--- src/supervisor_pkg.sv ---
/*
  Constants, field layout and state type shared by the output and muting
  supervisor. Assumes a 40 MHz system clock and one AHB-Lite master.
*/
// Notes on behaviour
// - Check feedback 200 ms after switching; interlock.
// - Interlock leaves only on reset, fault gone.
// - Category 0 output drops at once.
// - Category 1 output drops after switch-set delay.
// - Category 1 disables restart lock; feedback selectable.
// - Active muting bypasses beam interruptions.
// - Missing monitored lamp forces outputs off.
// - Muting starts ~91 ms on, ends ~50 ms off.
// - Parallel pairs within two seconds, else lock.
// - Simultaneity lock flashes pair, shows code 7.
// - Simultaneity lock released when sensor goes inactive.
// - Sequential mode also accepts second with third.
// - Time-frame mode: 240 s limit, lock, code 3.
// - Overrun lock released once sensor goes inactive.
// - Beam mode: beam break within 240 s.
// - Beam mode: 440 ms after release, lock sensors.
// - Code 3 clears when locked sensors release.
// - Fault makes restart readiness blink at 1 Hz.
// - Feedback monitoring needs switches 2 and 4.
package supervisor_pkg;

  // Clock and tick
  localparam int CLK_PERIOD_NS   = 25;
  localparam int TICK_NS         = 1000000;
  localparam int TICK_CYCLES_DEF = TICK_NS / CLK_PERIOD_NS;

  // Times in milliseconds, counted in ticks
  localparam int FB_CHECK_MS     = 200;
  localparam int SIMUL_S         = 2;
  localparam int SIMUL_MS        = SIMUL_S * 1000;
  localparam int SENSOR_LIMIT_S  = 240;
  localparam int SENSOR_LIMIT_MS = SENSOR_LIMIT_S * 1000;
  localparam int BEAM_REL_MS     = 440;
  localparam int MUTE_ON_MS      = 91;
  localparam int MUTE_OFF_MS     = 50;
  localparam int BLINK_HZ        = 1;
  localparam int BLINK_HALF_MS   = 1000 / (2 * BLINK_HZ);
  localparam int STOP_UNIT_MS    = 500;

  // Register offsets
  localparam logic [7:0] CTRL_OFS   = 8'h00;
  localparam logic [7:0] STATUS_OFS = 8'h04;

  // Control fields: bit n stands for configuration switch n+1
  localparam int CB_SW1      = 0;
  localparam int CB_SW2      = 1;
  localparam int CB_SW3      = 2;
  localparam int CB_SW4      = 3;
  localparam int CB_CAT1     = 4;
  localparam int CB_DLY_A    = 5;
  localparam int CB_DLY_B    = 7;
  localparam int CB_SEQ      = 9;
  localparam int CB_BEAM_LIM = 10;
  localparam int CB_LAMP_MON = 11;
  localparam logic [31:0] CTRL_RESET = 32'h0000_0005;
  localparam logic [31:0] CTRL_MASK  = 32'h0000_0fff;

  // Status fields
  localparam int SB_CAT0  = 0;
  localparam int SB_DEL   = 1;
  localparam int SB_MUTE  = 2;
  localparam int SB_LOCK  = 4;
  localparam int SB_SIMUL = 8;
  localparam int SB_DIAG  = 12;
  localparam int SB_STATE = 16;

  // Diagnostic codes
  localparam logic [3:0] DIAG_NONE  = 4'h0;
  localparam logic [3:0] DIAG_SENS  = 4'h3;
  localparam logic [3:0] DIAG_SIMUL = 4'h7;
  localparam logic [3:0] DIAG_LAMP  = 4'ha;
  localparam logic [3:0] DIAG_CFG   = 4'he;
  localparam logic [3:0] DIAG_FB    = 4'hf;

  // Output state, Gray along off, on, interlock
  typedef enum logic [1:0] {
    ST_OFF  = 2'b00,
    ST_ON   = 2'b01,
    ST_LOCK = 2'b11
  } state_t;

endpackage : supervisor_pkg

--- src/input_sync.sv ---
/*
  Two-stage synchroniser for a group of pin inputs.
  Assumes inputs are asynchronous levels; reset clears both stages.
*/
`timescale 1ns/1ps
`default_nettype none
module input_sync #(
  parameter int W = 12
)(
  input  wire logic         clk_sys,
  input  wire logic         rst,
  input  wire logic [W-1:0] pin_in,
  output logic      [W-1:0] pin_sync
);

  logic [W-1:0] meta_q;

  // First stage is read only by the second
  always_ff @(posedge clk_sys) begin
    if (rst) begin
      meta_q   <= '0;
      pin_sync <= '0;
    end else begin
      meta_q   <= pin_in;
      pin_sync <= meta_q;
    end
  end

endmodule : input_sync
`default_nettype wire

--- src/safety_output_muting_supervisor.sv ---
/*
  Safety output supervisor with feedback check, two stop categories and
  muting of protection beams. Assumes AHB-Lite single word transfers, one
  clock, sensor and beam pins asynchronous (synchronised here).
*/
// The AHB-Lite slave port and the address map are this design's own decisions.
`timescale 1ns/1ps
`default_nettype none
module safety_output_muting_supervisor
  import supervisor_pkg::*;
#(
  parameter int TICK_CYCLES = TICK_CYCLES_DEF
)(
  input  wire logic        clk_sys,
  input  wire logic        rst,
  input  wire logic        hsel,
  input  wire logic [31:0] haddr,
  input  wire logic [1:0]  htrans,
  input  wire logic        hwrite,
  input  wire logic [2:0]  hsize,
  input  wire logic [31:0] hwdata,
  input  wire logic        hready,
  output logic             hreadyout,
  output logic             hresp,
  output logic      [31:0] hrdata,
  input  wire logic        muting_sensor_first,
  input  wire logic        muting_sensor_second,
  input  wire logic        muting_sensor_third,
  input  wire logic        muting_sensor_fourth,
  input  wire logic [3:0]  protection_beam,
  input  wire logic        feedback_monitor_input,
  input  wire logic        reset_request_input,
  input  wire logic        restart_request_input,
  input  wire logic        lamp_current_ok,
  output logic             safety_switch_output,
  output logic             delayed_stop_output,
  output logic             restart_ready_output,
  output logic             muting_lamp_output,
  output logic      [3:0]  diag_code,
  output logic      [3:0]  sensor_indicator
);

  logic [11:0] pins_s;
  logic [31:0] ctrl_q;
  logic [31:0] hrdata_q;
  logic        wr_pend_q;
  logic [7:0]  wr_addr_q;
  logic [15:0] tick_cnt_q;
  state_t      state_q;
  state_t      state_d;
  logic        cat0_q;
  logic        del_q;
  logic [11:0] stop_cnt_q;
  logic [1:0]  out_prev_q;
  logic        fb_run_q;
  logic [7:0]  fb_cnt_q;
  logic        rst_prev_q;
  logic        rr_prev_q;
  logic        muting_q;
  logic [6:0]  mute_cnt_q;
  logic [8:0]  rel_cnt_q;
  logic [8:0]  bl_cnt_q;
  logic        blink_q;
  logic        rdy_q;
  logic [3:0]  diag_q;
  logic [3:0]  ind_q;
  logic [3:0]  lock_w;
  logic [3:0]  simul_w;
  logic [3:0]  stop_w;

  // Pin synchronisation
  input_sync #(.W(12)) u_sync (
    .clk_sys  (clk_sys),
    .rst      (rst),
    .pin_in   ({lamp_current_ok, restart_request_input, reset_request_input,
                feedback_monitor_input, protection_beam, muting_sensor_fourth,
                muting_sensor_third, muting_sensor_second, muting_sensor_first}),
    .pin_sync (pins_s)
  );

  // Named views of synchronised pins
  wire [3:0] act_w   = pins_s[3:0];
  wire [3:0] beam_w  = pins_s[7:4];
  wire       fb_s    = pins_s[8];
  wire       rst_s   = pins_s[9];
  wire       rr_s    = pins_s[10];
  wire       lamp_s  = pins_s[11];

  // Static configuration from the control register
  wire [1:0] restart_sw = {ctrl_q[CB_SW3], ctrl_q[CB_SW1]};
  wire [1:0] fb_sw      = {ctrl_q[CB_SW4], ctrl_q[CB_SW2]};
  wire       cat1       = ctrl_q[CB_CAT1];
  wire [1:0] dly_a      = ctrl_q[CB_DLY_A +: 2];
  wire [1:0] dly_b      = ctrl_q[CB_DLY_B +: 2];
  wire       seq_mode   = ctrl_q[CB_SEQ];
  wire       beam_lim   = ctrl_q[CB_BEAM_LIM];
  wire       lamp_mon   = ctrl_q[CB_LAMP_MON];

  // AHB-Lite decode; zero wait, always OKAY
  wire       addr_ph  = hsel & hready & htrans[1];
  wire       ctrl_wr  = wr_pend_q & (wr_addr_q == CTRL_OFS);
  wire [31:0] status_w = {14'h0, state_q, diag_q, simul_w, lock_w,
                          1'b0, muting_q, del_q, cat0_q};
  wire [31:0] rd_mux  = (haddr[7:0] == CTRL_OFS)   ? ctrl_q :
                        (haddr[7:0] == STATUS_OFS) ? status_w : 32'h0000_0000;
  assign hreadyout = 1'b1;
  assign hresp     = 1'b0;
  assign hrdata    = hrdata_q;

  // Bus registers
  always_ff @(posedge clk_sys) begin
    if (rst) begin
      wr_pend_q <= 1'b0;
      wr_addr_q <= 8'h00;
      ctrl_q    <= CTRL_RESET;
      hrdata_q  <= 32'h0000_0000;
    end else begin
      wr_pend_q <= addr_ph & hwrite;
      wr_addr_q <= haddr[7:0];
      if (ctrl_wr) ctrl_q <= hwdata & CTRL_MASK;
      if (addr_ph & ~hwrite) hrdata_q <= rd_mux;
    end
  end

  // Millisecond tick from the system clock
  wire tick = (tick_cnt_q == 16'(TICK_CYCLES - 1));
  always_ff @(posedge clk_sys) begin
    if (rst | tick) tick_cnt_q <= 16'h0000;
    else tick_cnt_q <= tick_cnt_q + 16'h0001;
  end

  // Fault and permission terms
  wire restart_en = (restart_sw == 2'b11) & ~cat1;
  wire fb_en      = (fb_sw == 2'b11);
  wire cfg_fault  = (restart_sw[0] ^ restart_sw[1]) | (fb_sw[0] ^ fb_sw[1]) |
                    (cat1 & (dly_a != dly_b));
  wire lamp_fault = lamp_mon & ~lamp_s;
  wire beams_ok   = (&beam_w) | muting_q;
  wire permit     = beams_ok & ~lamp_fault & ~cfg_fault;
  wire fb_expect  = ~(cat0_q | del_q);
  wire fb_due     = fb_run_q & tick & (fb_cnt_q == 8'(FB_CHECK_MS - 1));
  wire fb_fail    = fb_en & fb_due & (fb_s != fb_expect);
  wire reset_rise = rst_s & ~rst_prev_q;
  wire rr_rise    = rr_s & ~rr_prev_q;

  // Output state decision
  always_comb begin
    state_d = state_q;
    case (state_q)
      ST_OFF:  if (permit & (~restart_en | rr_rise)) state_d = ST_ON;
      ST_ON:   if (~permit) state_d = ST_OFF;
      ST_LOCK: if (reset_rise & (fb_s == fb_expect)) state_d = ST_OFF;
      default: state_d = ST_OFF;
    endcase
    if (fb_fail) state_d = ST_LOCK;
  end

  // State and category 0 output
  always_ff @(posedge clk_sys) begin
    if (rst) begin
      state_q    <= ST_OFF;
      cat0_q     <= 1'b0;
      rst_prev_q <= 1'b0;
      rr_prev_q  <= 1'b0;
    end else begin
      state_q    <= state_d;
      cat0_q     <= (state_d == ST_ON);
      rst_prev_q <= rst_s;
      rr_prev_q  <= rr_s;
    end
  end

  // Delayed output follows category 0 on; lags it off only in category 1
  wire [11:0] stop_lim = 12'((32'(dly_a) + 1) * STOP_UNIT_MS);
  always_ff @(posedge clk_sys) begin
    if (rst) begin
      del_q      <= 1'b0;
      stop_cnt_q <= 12'h000;
    end else if ((state_d == ST_LOCK) | cfg_fault) begin
      del_q      <= 1'b0;
    end else if (state_d == ST_ON) begin
      del_q      <= 1'b1;
      stop_cnt_q <= 12'h000;
    end else if (~cat1) begin
      del_q      <= 1'b0;
    end else if (del_q & tick) begin
      if (stop_cnt_q == stop_lim - 12'h001) del_q <= 1'b0;
      else stop_cnt_q <= stop_cnt_q + 12'h001;
    end
  end

  // Feedback check timer restarts on every output change
  always_ff @(posedge clk_sys) begin
    if (rst) begin
      out_prev_q <= 2'b00;
      fb_run_q   <= 1'b0;
      fb_cnt_q   <= 8'h00;
    end else begin
      out_prev_q <= {del_q, cat0_q};
      if ({del_q, cat0_q} != out_prev_q) begin
        fb_run_q <= 1'b1;
        fb_cnt_q <= 8'h00;
      end else if (fb_due) begin
        fb_run_q <= 1'b0;
      end else if (fb_run_q & tick) begin
        fb_cnt_q <= fb_cnt_q + 8'h01;
      end
    end
  end

  // Beam release timer for beam-limited mode
  wire rel_done = (rel_cnt_q == 9'(BEAM_REL_MS));
  always_ff @(posedge clk_sys) begin
    if (rst | ~beam_lim | ~(&beam_w) | ~(|stop_w)) rel_cnt_q <= 9'h000;
    else if (tick & ~rel_done) rel_cnt_q <= rel_cnt_q + 9'h001;
  end

  // Per-sensor timing and locks
  for (genvar i = 0; i < 4; i++) begin : g_sens
    logic [17:0] t_q;
    logic        stp_q;
    logic        lk_q;
    logic        sm_q;
    wire         partner  = act_w[i ^ 1];
    wire         at_simul = (t_q == 18'(SIMUL_MS));
    wire         at_limit = (t_q == 18'(SENSOR_LIMIT_MS));
    wire         simul_set = ~seq_mode & act_w[i] & ~partner & at_simul;
    wire         over_set  = act_w[i] & at_limit & (~beam_lim | ~stp_q);
    wire         rel_set   = beam_lim & act_w[i] & rel_done;
    assign lock_w[i]  = lk_q;
    assign simul_w[i] = sm_q;
    assign stop_w[i]  = stp_q;
    always_ff @(posedge clk_sys) begin
      if (rst | ~act_w[i]) begin
        t_q   <= 18'h00000;
        stp_q <= 1'b0;
        lk_q  <= 1'b0;
        sm_q  <= 1'b0;
      end else begin
        if (tick & ~at_limit & ~stp_q) t_q <= t_q + 18'h00001;
        if (beam_lim & ~(&beam_w)) stp_q <= 1'b1;
        if (simul_set | over_set | rel_set) lk_q <= 1'b1;
        if (simul_set) sm_q <= 1'b1;
      end
    end
  end

  // Muting condition from usable sensors
  wire [3:0] use_w   = act_w & ~lock_w;
  wire mute_cond     = (use_w[0] & use_w[1]) | (use_w[2] & use_w[3]) |
                       (seq_mode & use_w[1] & use_w[2]);
  wire [6:0] mute_thr = muting_q ? 7'(MUTE_OFF_MS - 1) : 7'(MUTE_ON_MS - 1);

  // Muting entry and exit delays
  always_ff @(posedge clk_sys) begin
    if (rst) begin
      muting_q   <= 1'b0;
      mute_cnt_q <= 7'h00;
    end else if (mute_cond == muting_q) begin
      mute_cnt_q <= 7'h00;
    end else if (tick) begin
      if (mute_cnt_q == mute_thr) begin
        muting_q   <= mute_cond;
        mute_cnt_q <= 7'h00;
      end else begin
        mute_cnt_q <= mute_cnt_q + 7'h01;
      end
    end
  end

  // Fault summary and diagnostic code
  wire any_fault = (state_q == ST_LOCK) | cfg_fault | lamp_fault | (|lock_w);
  wire [3:0] diag_d = (state_q == ST_LOCK) ? DIAG_FB :
                      cfg_fault            ? DIAG_CFG :
                      lamp_fault           ? DIAG_LAMP :
                      (|simul_w)           ? DIAG_SIMUL :
                      (|lock_w)            ? DIAG_SENS : DIAG_NONE;
  wire [3:0] flash_w = lock_w | {simul_w[2], simul_w[3], simul_w[0], simul_w[1]};

  // Half-period counter for the 1 Hz blink
  always_ff @(posedge clk_sys) begin
    if (rst) begin
      bl_cnt_q <= 9'h000;
      blink_q  <= 1'b0;
    end else if (tick) begin
      if (bl_cnt_q == 9'(BLINK_HALF_MS - 1)) begin
        bl_cnt_q <= 9'h000;
        blink_q  <= ~blink_q;
      end else begin
        bl_cnt_q <= bl_cnt_q + 9'h001;
      end
    end
  end

  // Indicator outputs
  always_ff @(posedge clk_sys) begin
    if (rst) begin
      rdy_q  <= 1'b0;
      diag_q <= DIAG_NONE;
      ind_q  <= 4'h0;
    end else begin
      rdy_q  <= any_fault ? blink_q : ((state_q == ST_OFF) & permit & restart_en);
      diag_q <= diag_d;
      ind_q  <= (flash_w & {4{blink_q}}) | (act_w & ~flash_w);
    end
  end

  assign safety_switch_output = cat0_q;
  assign delayed_stop_output  = del_q;
  assign restart_ready_output = rdy_q;
  assign muting_lamp_output   = muting_q;
  assign diag_code            = diag_q;
  assign sensor_indicator     = ind_q;
endmodule : safety_output_muting_supervisor
`default_nettype wire

--- config.mk ---
export PLATFORM = sky130hd
export DESIGN_NAME = safety_output_muting_supervisor
export DESIGN_NICKNAME = d
export VERILOG_FILES = /design/src/supervisor_pkg.sv /design/src/input_sync.sv /design/src/safety_output_muting_supervisor.sv
export SDC_FILE = /design/constraint.sdc
export NUM_CORES = 1
export LEC_CHECK = 0
export BUFFER_PORTS_ARGS = -buffer_cell sky130_fd_sc_hd__buf_2
export CAP_MARGIN = 20
export CORE_ASPECT_RATIO = 0.6
export CORE_MARGIN = 3
export CORE_UTILIZATION = 30
export DETAILED_ROUTE_END_ITERATION = 12
export GPL_ROUTABILITY_DRIVEN = 1
export HOLD_SLACK_MARGIN = 0.15
export PLACE_DENSITY = 0.56
export SLEW_MARGIN = 20
export SYNTH_ARGS = -nofsm -noshare
export SYNTH_HDL_FRONTEND = slang
export SYNTH_HIERARCHICAL = 1
export SYNTH_SLANG_ARGS = --single-unit
--- constraint.sdc ---
create_clock -name clk_sys -period 3.88 [get_ports clk_sys]
set_input_delay 0.582 -clock clk_sys [delete_from_list [all_inputs] [get_ports clk_sys]]
set_output_delay 0.582 -clock clk_sys [all_outputs]
set_load 0.02 [all_outputs]
## Yosys cells after proc, flatten, opt, wreduce, memory -nomap -nowiden

Index checks and enable logic that the tools add are counted.

- Add/subtract/negate cells: 12
- Multipliers: 1
- Divide/modulo/power cells: 0
- Magnitude comparators: 0
- Eq/ne operators: 29
- Shift operators: 0
- Muxes and demuxes: 26
- Bitwise logic cells: 133
- Reductions and logical operators: 18

Operators with widths:

| cell | number |
|---|---|
| $add A18 B1 Y18 const B | 4 |
| $eq A18 B11 Y1 const B | 4 |
| $eq A18 B18 Y1 const B | 4 |
| $and A1 B1 Y1 | 63 |
| $mux W12 | 4 |
| $mux W18 | 2 |
| $or A1 B1 Y1 | 31 |
| $not A1 Y1 | 30 |
| $add A9 B1 Y9 const B | 2 |
| $eq A9 B9 Y1 const B | 2 |
| $add A16 B1 Y16 const B | 1 |
| $eq A16 B16 Y1 const B | 1 |
| $logic_not A8 Y1 | 2 |
| $mux W7 | 2 |
| $add A12 B1 Y12 const B | 1 |
| $and A4 B4 Y4 | 3 |
| $eq A12 B12 Y1 | 1 |
| $mux W4 | 3 |
| $reduce_or A4 Y1 | 3 |
| $sub A12 B1 Y12 const B | 1 |
| $mul A3 B7 Y10 const B | 1 |
| $mux W2 | 5 |
| $mux W9 | 1 |
| $add A8 B1 Y8 const B | 1 |
| other kinds (24) | 47 |

- Register bits after elaboration: 242
- Latch bits: 0
- Memory bits (writable): 0
- Memory bits (read-only): 0
- Input bits: 86
- Output and inout port bits: 46
- Logic and storage cells: 259
- Memories: 0

## Depth between registers and ports, before layout

- Word-level depth: 13
- Depth in mapped cells: 14
- Gate-level depth less buffers: 10

## Hierarchy

The synthesis kept the hierarchy.

By module, submodules not included:

| module | times used | cells an instance | area each (um^2) | sequential area each (um^2) |
|---|---|---|---|---|
| safety_output_muting_supervisor | 1 | 1140 | 9814.4 | 4083.9 |
| input_sync | 1 | 50 | 693.2 | 480.5 |

## Least setup slack after synthesis

No wires, ideal clock.

- Path type: flip-flop to flip-flop
- Start: register ctrl_q[5]
- End: register stop_cnt_q[0]
- Library setup time: 0.070 ns
- Arrival: 3.495 ns
- Required time: 3.810 ns
- Slack: 0.315 ns
- Cell stages (with the launch flop): 15
- Path buffers: 4
- Clock period less this slack: 3.565 ns
- Cells stage by stage: dfxtp_1 clkbuf_1 inv_1 ha_1 xnor2_1 ha_1 clkbuf_1 nor3b_1 a221o_1 nor4_1 and4_1 clkbuf_1 clkbuf_1 o21ai_0 a21oi_1

- Longest elaborated chain between the ends: 13
- Elaborated cells between the ends (all ways): 23
- Classes of those cells: add/sub (2); mul (1); eq/ne (5); mux (5); bitwise (7); reduce/logical (3)

Ends and longest elaborated chain:

| item | RTL line | RTL |
|---|---|---|
| start, declared | safety_output_muting_supervisor.sv:44 | `logic [31:0] ctrl_q;` |
| start signal, assigned | safety_output_muting_supervisor.sv:120 | `if (ctrl_wr) ctrl_q <= hwdata & CTRL_MASK;` |
| parallel branches: the longest is 13 deep, another holds $sub A12 B1 Y12 | n/a |  |
| end signal, assigned | safety_output_muting_supervisor.sv:188 | `else stop_cnt_q <= stop_cnt_q + 12'h001;` |
| end, declared | safety_output_muting_supervisor.sv:53 | `logic [11:0] stop_cnt_q;` |

Parallel ways; which one is timed is not known.
A chain may end at the register's enable or synchronous reset.

## Worst setup path after layout

- Start: register ctrl_q[5]
- End: register stop_cnt_q[8]

The elaborated chain is that of the path after synthesis.

==> metrics.txt <==
pwr dens 391 nW/um^2; Most used DFF post-synth dfxtp_1; EDFF count, synth 0; Port Buffers 67; clock-pin slew on the worst setup and hold paths 0.06 ns; hpwl dp 18900 um; Gate Count Post-Synth 1190; Fin Clk Skew 0.0147 ns; CP Data Arrival Time 3.94 ns; NumNets Final 1355; share of cells above drive strength 1 0.124; Mean Syn Cell Area 8.83 um^2; Placed Cells incl. Taps 1678; highest clock rate 287 MHz; RD Place Congestion 0.857; Max Cap Viol 0; Least-Margin Pin Slew 1.04 ns; routed wire length 26200 um; Area growth, synth to finish 13.8%; crit end category register; Crit Path Class reg -> reg; Worst Hold Launch protection_beam[2]; height of the chip 151 um; worst reg-to-reg setup slack 0.39 ns; clk sinks 228; flip-flop and latch area 4560 um^2; drt first pass iters 5; root buf cell clkbuf_16; Seq/Total Area, Yosys 0.434; post-route antenna net violation count 0; Final Hold Fails 0; cell area after synthesis 10500 um^2; status complete, no violations; leak pwr 4.26 nW; ant diodes 0; commonest non-fill, non-tap cell in the layout dfxtp_1; Multi-input gate area 5560 um^2; Setup-failing EPs final 0; worst r2r src ctrl_q[5]$_SDFFE_PP0P_; first-pass GRT wire length 42300 um; wire per inst 15.3 um; critical path's top delay family simple AND/OR/NAND/NOR gates; most frequent cells in the layout dfxtp_1, nor2_1, buf_2; post-cts sizing count 0; slowest stage cell on the critical path and4_1; Top-Level Pins 132; final worst-path setup slack 0.393 ns; Hold Crit Depth 2; initial antenna violation count 1; max-slew violation count 0; CTS buffer count 23; YS warnings 6; CTS tree yes; pre-CTS WS 0.497 ns; CTS Hold Buffers Added 0; period utilisation layout 0.899; CP Max Fanout 23; Bufs and invs on worst path 1; Worst IR Drop VDD 0.000251 V; Tmin final 3.49 ns; Slew HR 0.296; Die X 248 um; WHS 0.264 ns; pin count of the biggest net entering global routing 58; Hold Path Class in -> reg; clk_lat worst skew 0.52 ns; Worst path max stage delay 0.70 ns; vias per cell 4.94; CP startpoint kind register; number of distinct library cells after synthesis 73; Fill cells 3527; clock tree buffer depth 3; vias in the first global route 7601; final non-filler cell total 1714; Hold EP u_sync/meta_q[6]$_SDFF_PP0_; global-route usage over all layers 0.140; post-CTS repair timing setup buffer count 0; CP cell instances inv_1 -> ha_1 -> xnor2_1 -> ha_1 -> nor3b_1 -> a221o_1 -> nor4_1 -> and4_1 -> o21ai_0 -> a21oi_1; asr flop ratio synth 0; # rows 52; Initial Util 0.308; grt ovf 0; core footprint 34100 um^2; Critical Path Start ctrl_q[5]$_SDFFE_PP0P_; RSZ-0062 raised after global routing false; Crit Reg-Reg Endpoint stop_cnt_q[8]$_SDFFE_PP0P_; flops & latches, synth 228; FF-to-FF path depth 10; die area 37400 um^2; routed vias 8461; final setup TNS 0 ns; Remaining DRCs 0; CP required 4.33 ns; CTS H-tree depth 1; 1st-iter DRT viols 662; CP dominant cell by count ha_1
==> power by group <==
part | leakage, nW | switching [mW] | internal [mW]
clock | 0.350 | 0.924 | 1.27
combinational | 2.07 | 0.0756 | 0.0388
sequential | 1.84 | 0.0107 | 2.36
total | 4.26 | 1.01 | 3.67
==> area by class of cell <==
class	count	area share
Clock buffer	30	0.0528
Sequential cell	228	0.382
Inverter	35	0.0110
Tap cell	459	0.0480
Timing Repair Buffer	78	0.0351
Multi-Input combinational cell	878	0.465
Clock inverter	6	0.00690
==> flip-flops by register name, indices dropped and copies added (netlist names), 4 cells and up <==
name	count
stop_cnt_q	12
rel_cnt_q	9
wr_addr_q	8
mute_cnt_q	7
tick_cnt_q	16
g_sens.stp_q	4
hrdata	18
g_sens.t_q	72
diag_code	4
ctrl_q	12
g_sens.sm_q	4
fb_cnt_q	8
bl_cnt_q	9
u_sync/meta_q	12
u_sync/pin_sync	12
g_sens.lk_q	4
sensor_indicator	4
==> metrics by stage <==
stage	utilization	total power [mW]	area, um^2
final	0.351	4.68	12000
after global placement	0.330	2.54	11200
after global routing	0.351	4.86	12000
after floorplan	-	2.51	10600
after CTS	0.351	4.76	12000
after detailed placement	0.330	2.54	11200
==> cells by family (layout without fill, tap and decap cells) <==
logic type      after synthesis  in the layout  share of synthesized area
compound gates              126            126                     0.0822
xor+xnor                    109            109                     0.0909
fa+ha+maj                    25             25                     0.0298
buf+inv                      98            149                     0.0429
flops                       228            228                      0.434
mux                          23             23                     0.0231
other cells                   2             16                   0.000715
simple gates                579            579                      0.296
==> cells in the mapped netlist, types with 18 or more instances <==
library cell	instances	area, um^2
dfxtp_1	228	4560
nor2_1	187	702
nand2_1	65	244
xor2_1	60	526
nand4_1	52	325
nand3_1	50	250
xnor2_1	49	429
a21oi_1	43	215
clkbuf_1	35	131
inv_1	35	131
nor3_1	31	155
o21ai_0	26	130
ha_1	25	313
or3_1	22	138
and3_1	21	131
nor2b_1	20	125
nor4_1	18	113
==> layer usage <==
| metal | GRT usage | wire length [um] | up-vias |
|---|---|---|---|
| met5 | 0 | 0 | - |
| met4 | 0.0271 | 454 | 0 |
| met3 | 0.0299 | 1500 | 36 |
| met2 | 0.193 | 10400 | 203 |
| met1 | 0.221 | 13800 | 3980 |
| li1 | - | - | 4242 |
==> worst max-delay path by stage <==
stage	cells after the start	end
finish	10	stop_cnt_q[8]$_SDFFE_PP0P_
global route	10	stop_cnt_q[5]$_SDFFE_PP0P_
CTS	10	stop_cnt_q[10]$_SDFFE_PP0P_
detailed placement	10	stop_cnt_q[10]$_SDFFE_PP0P_
global placement	10	stop_cnt_q[8]$_SDFFE_PP0P_
floorplan	14	stop_cnt_q[0]$_SDFFE_PP0P_
No activity file was read; power rests on OpenSTA's default activity.
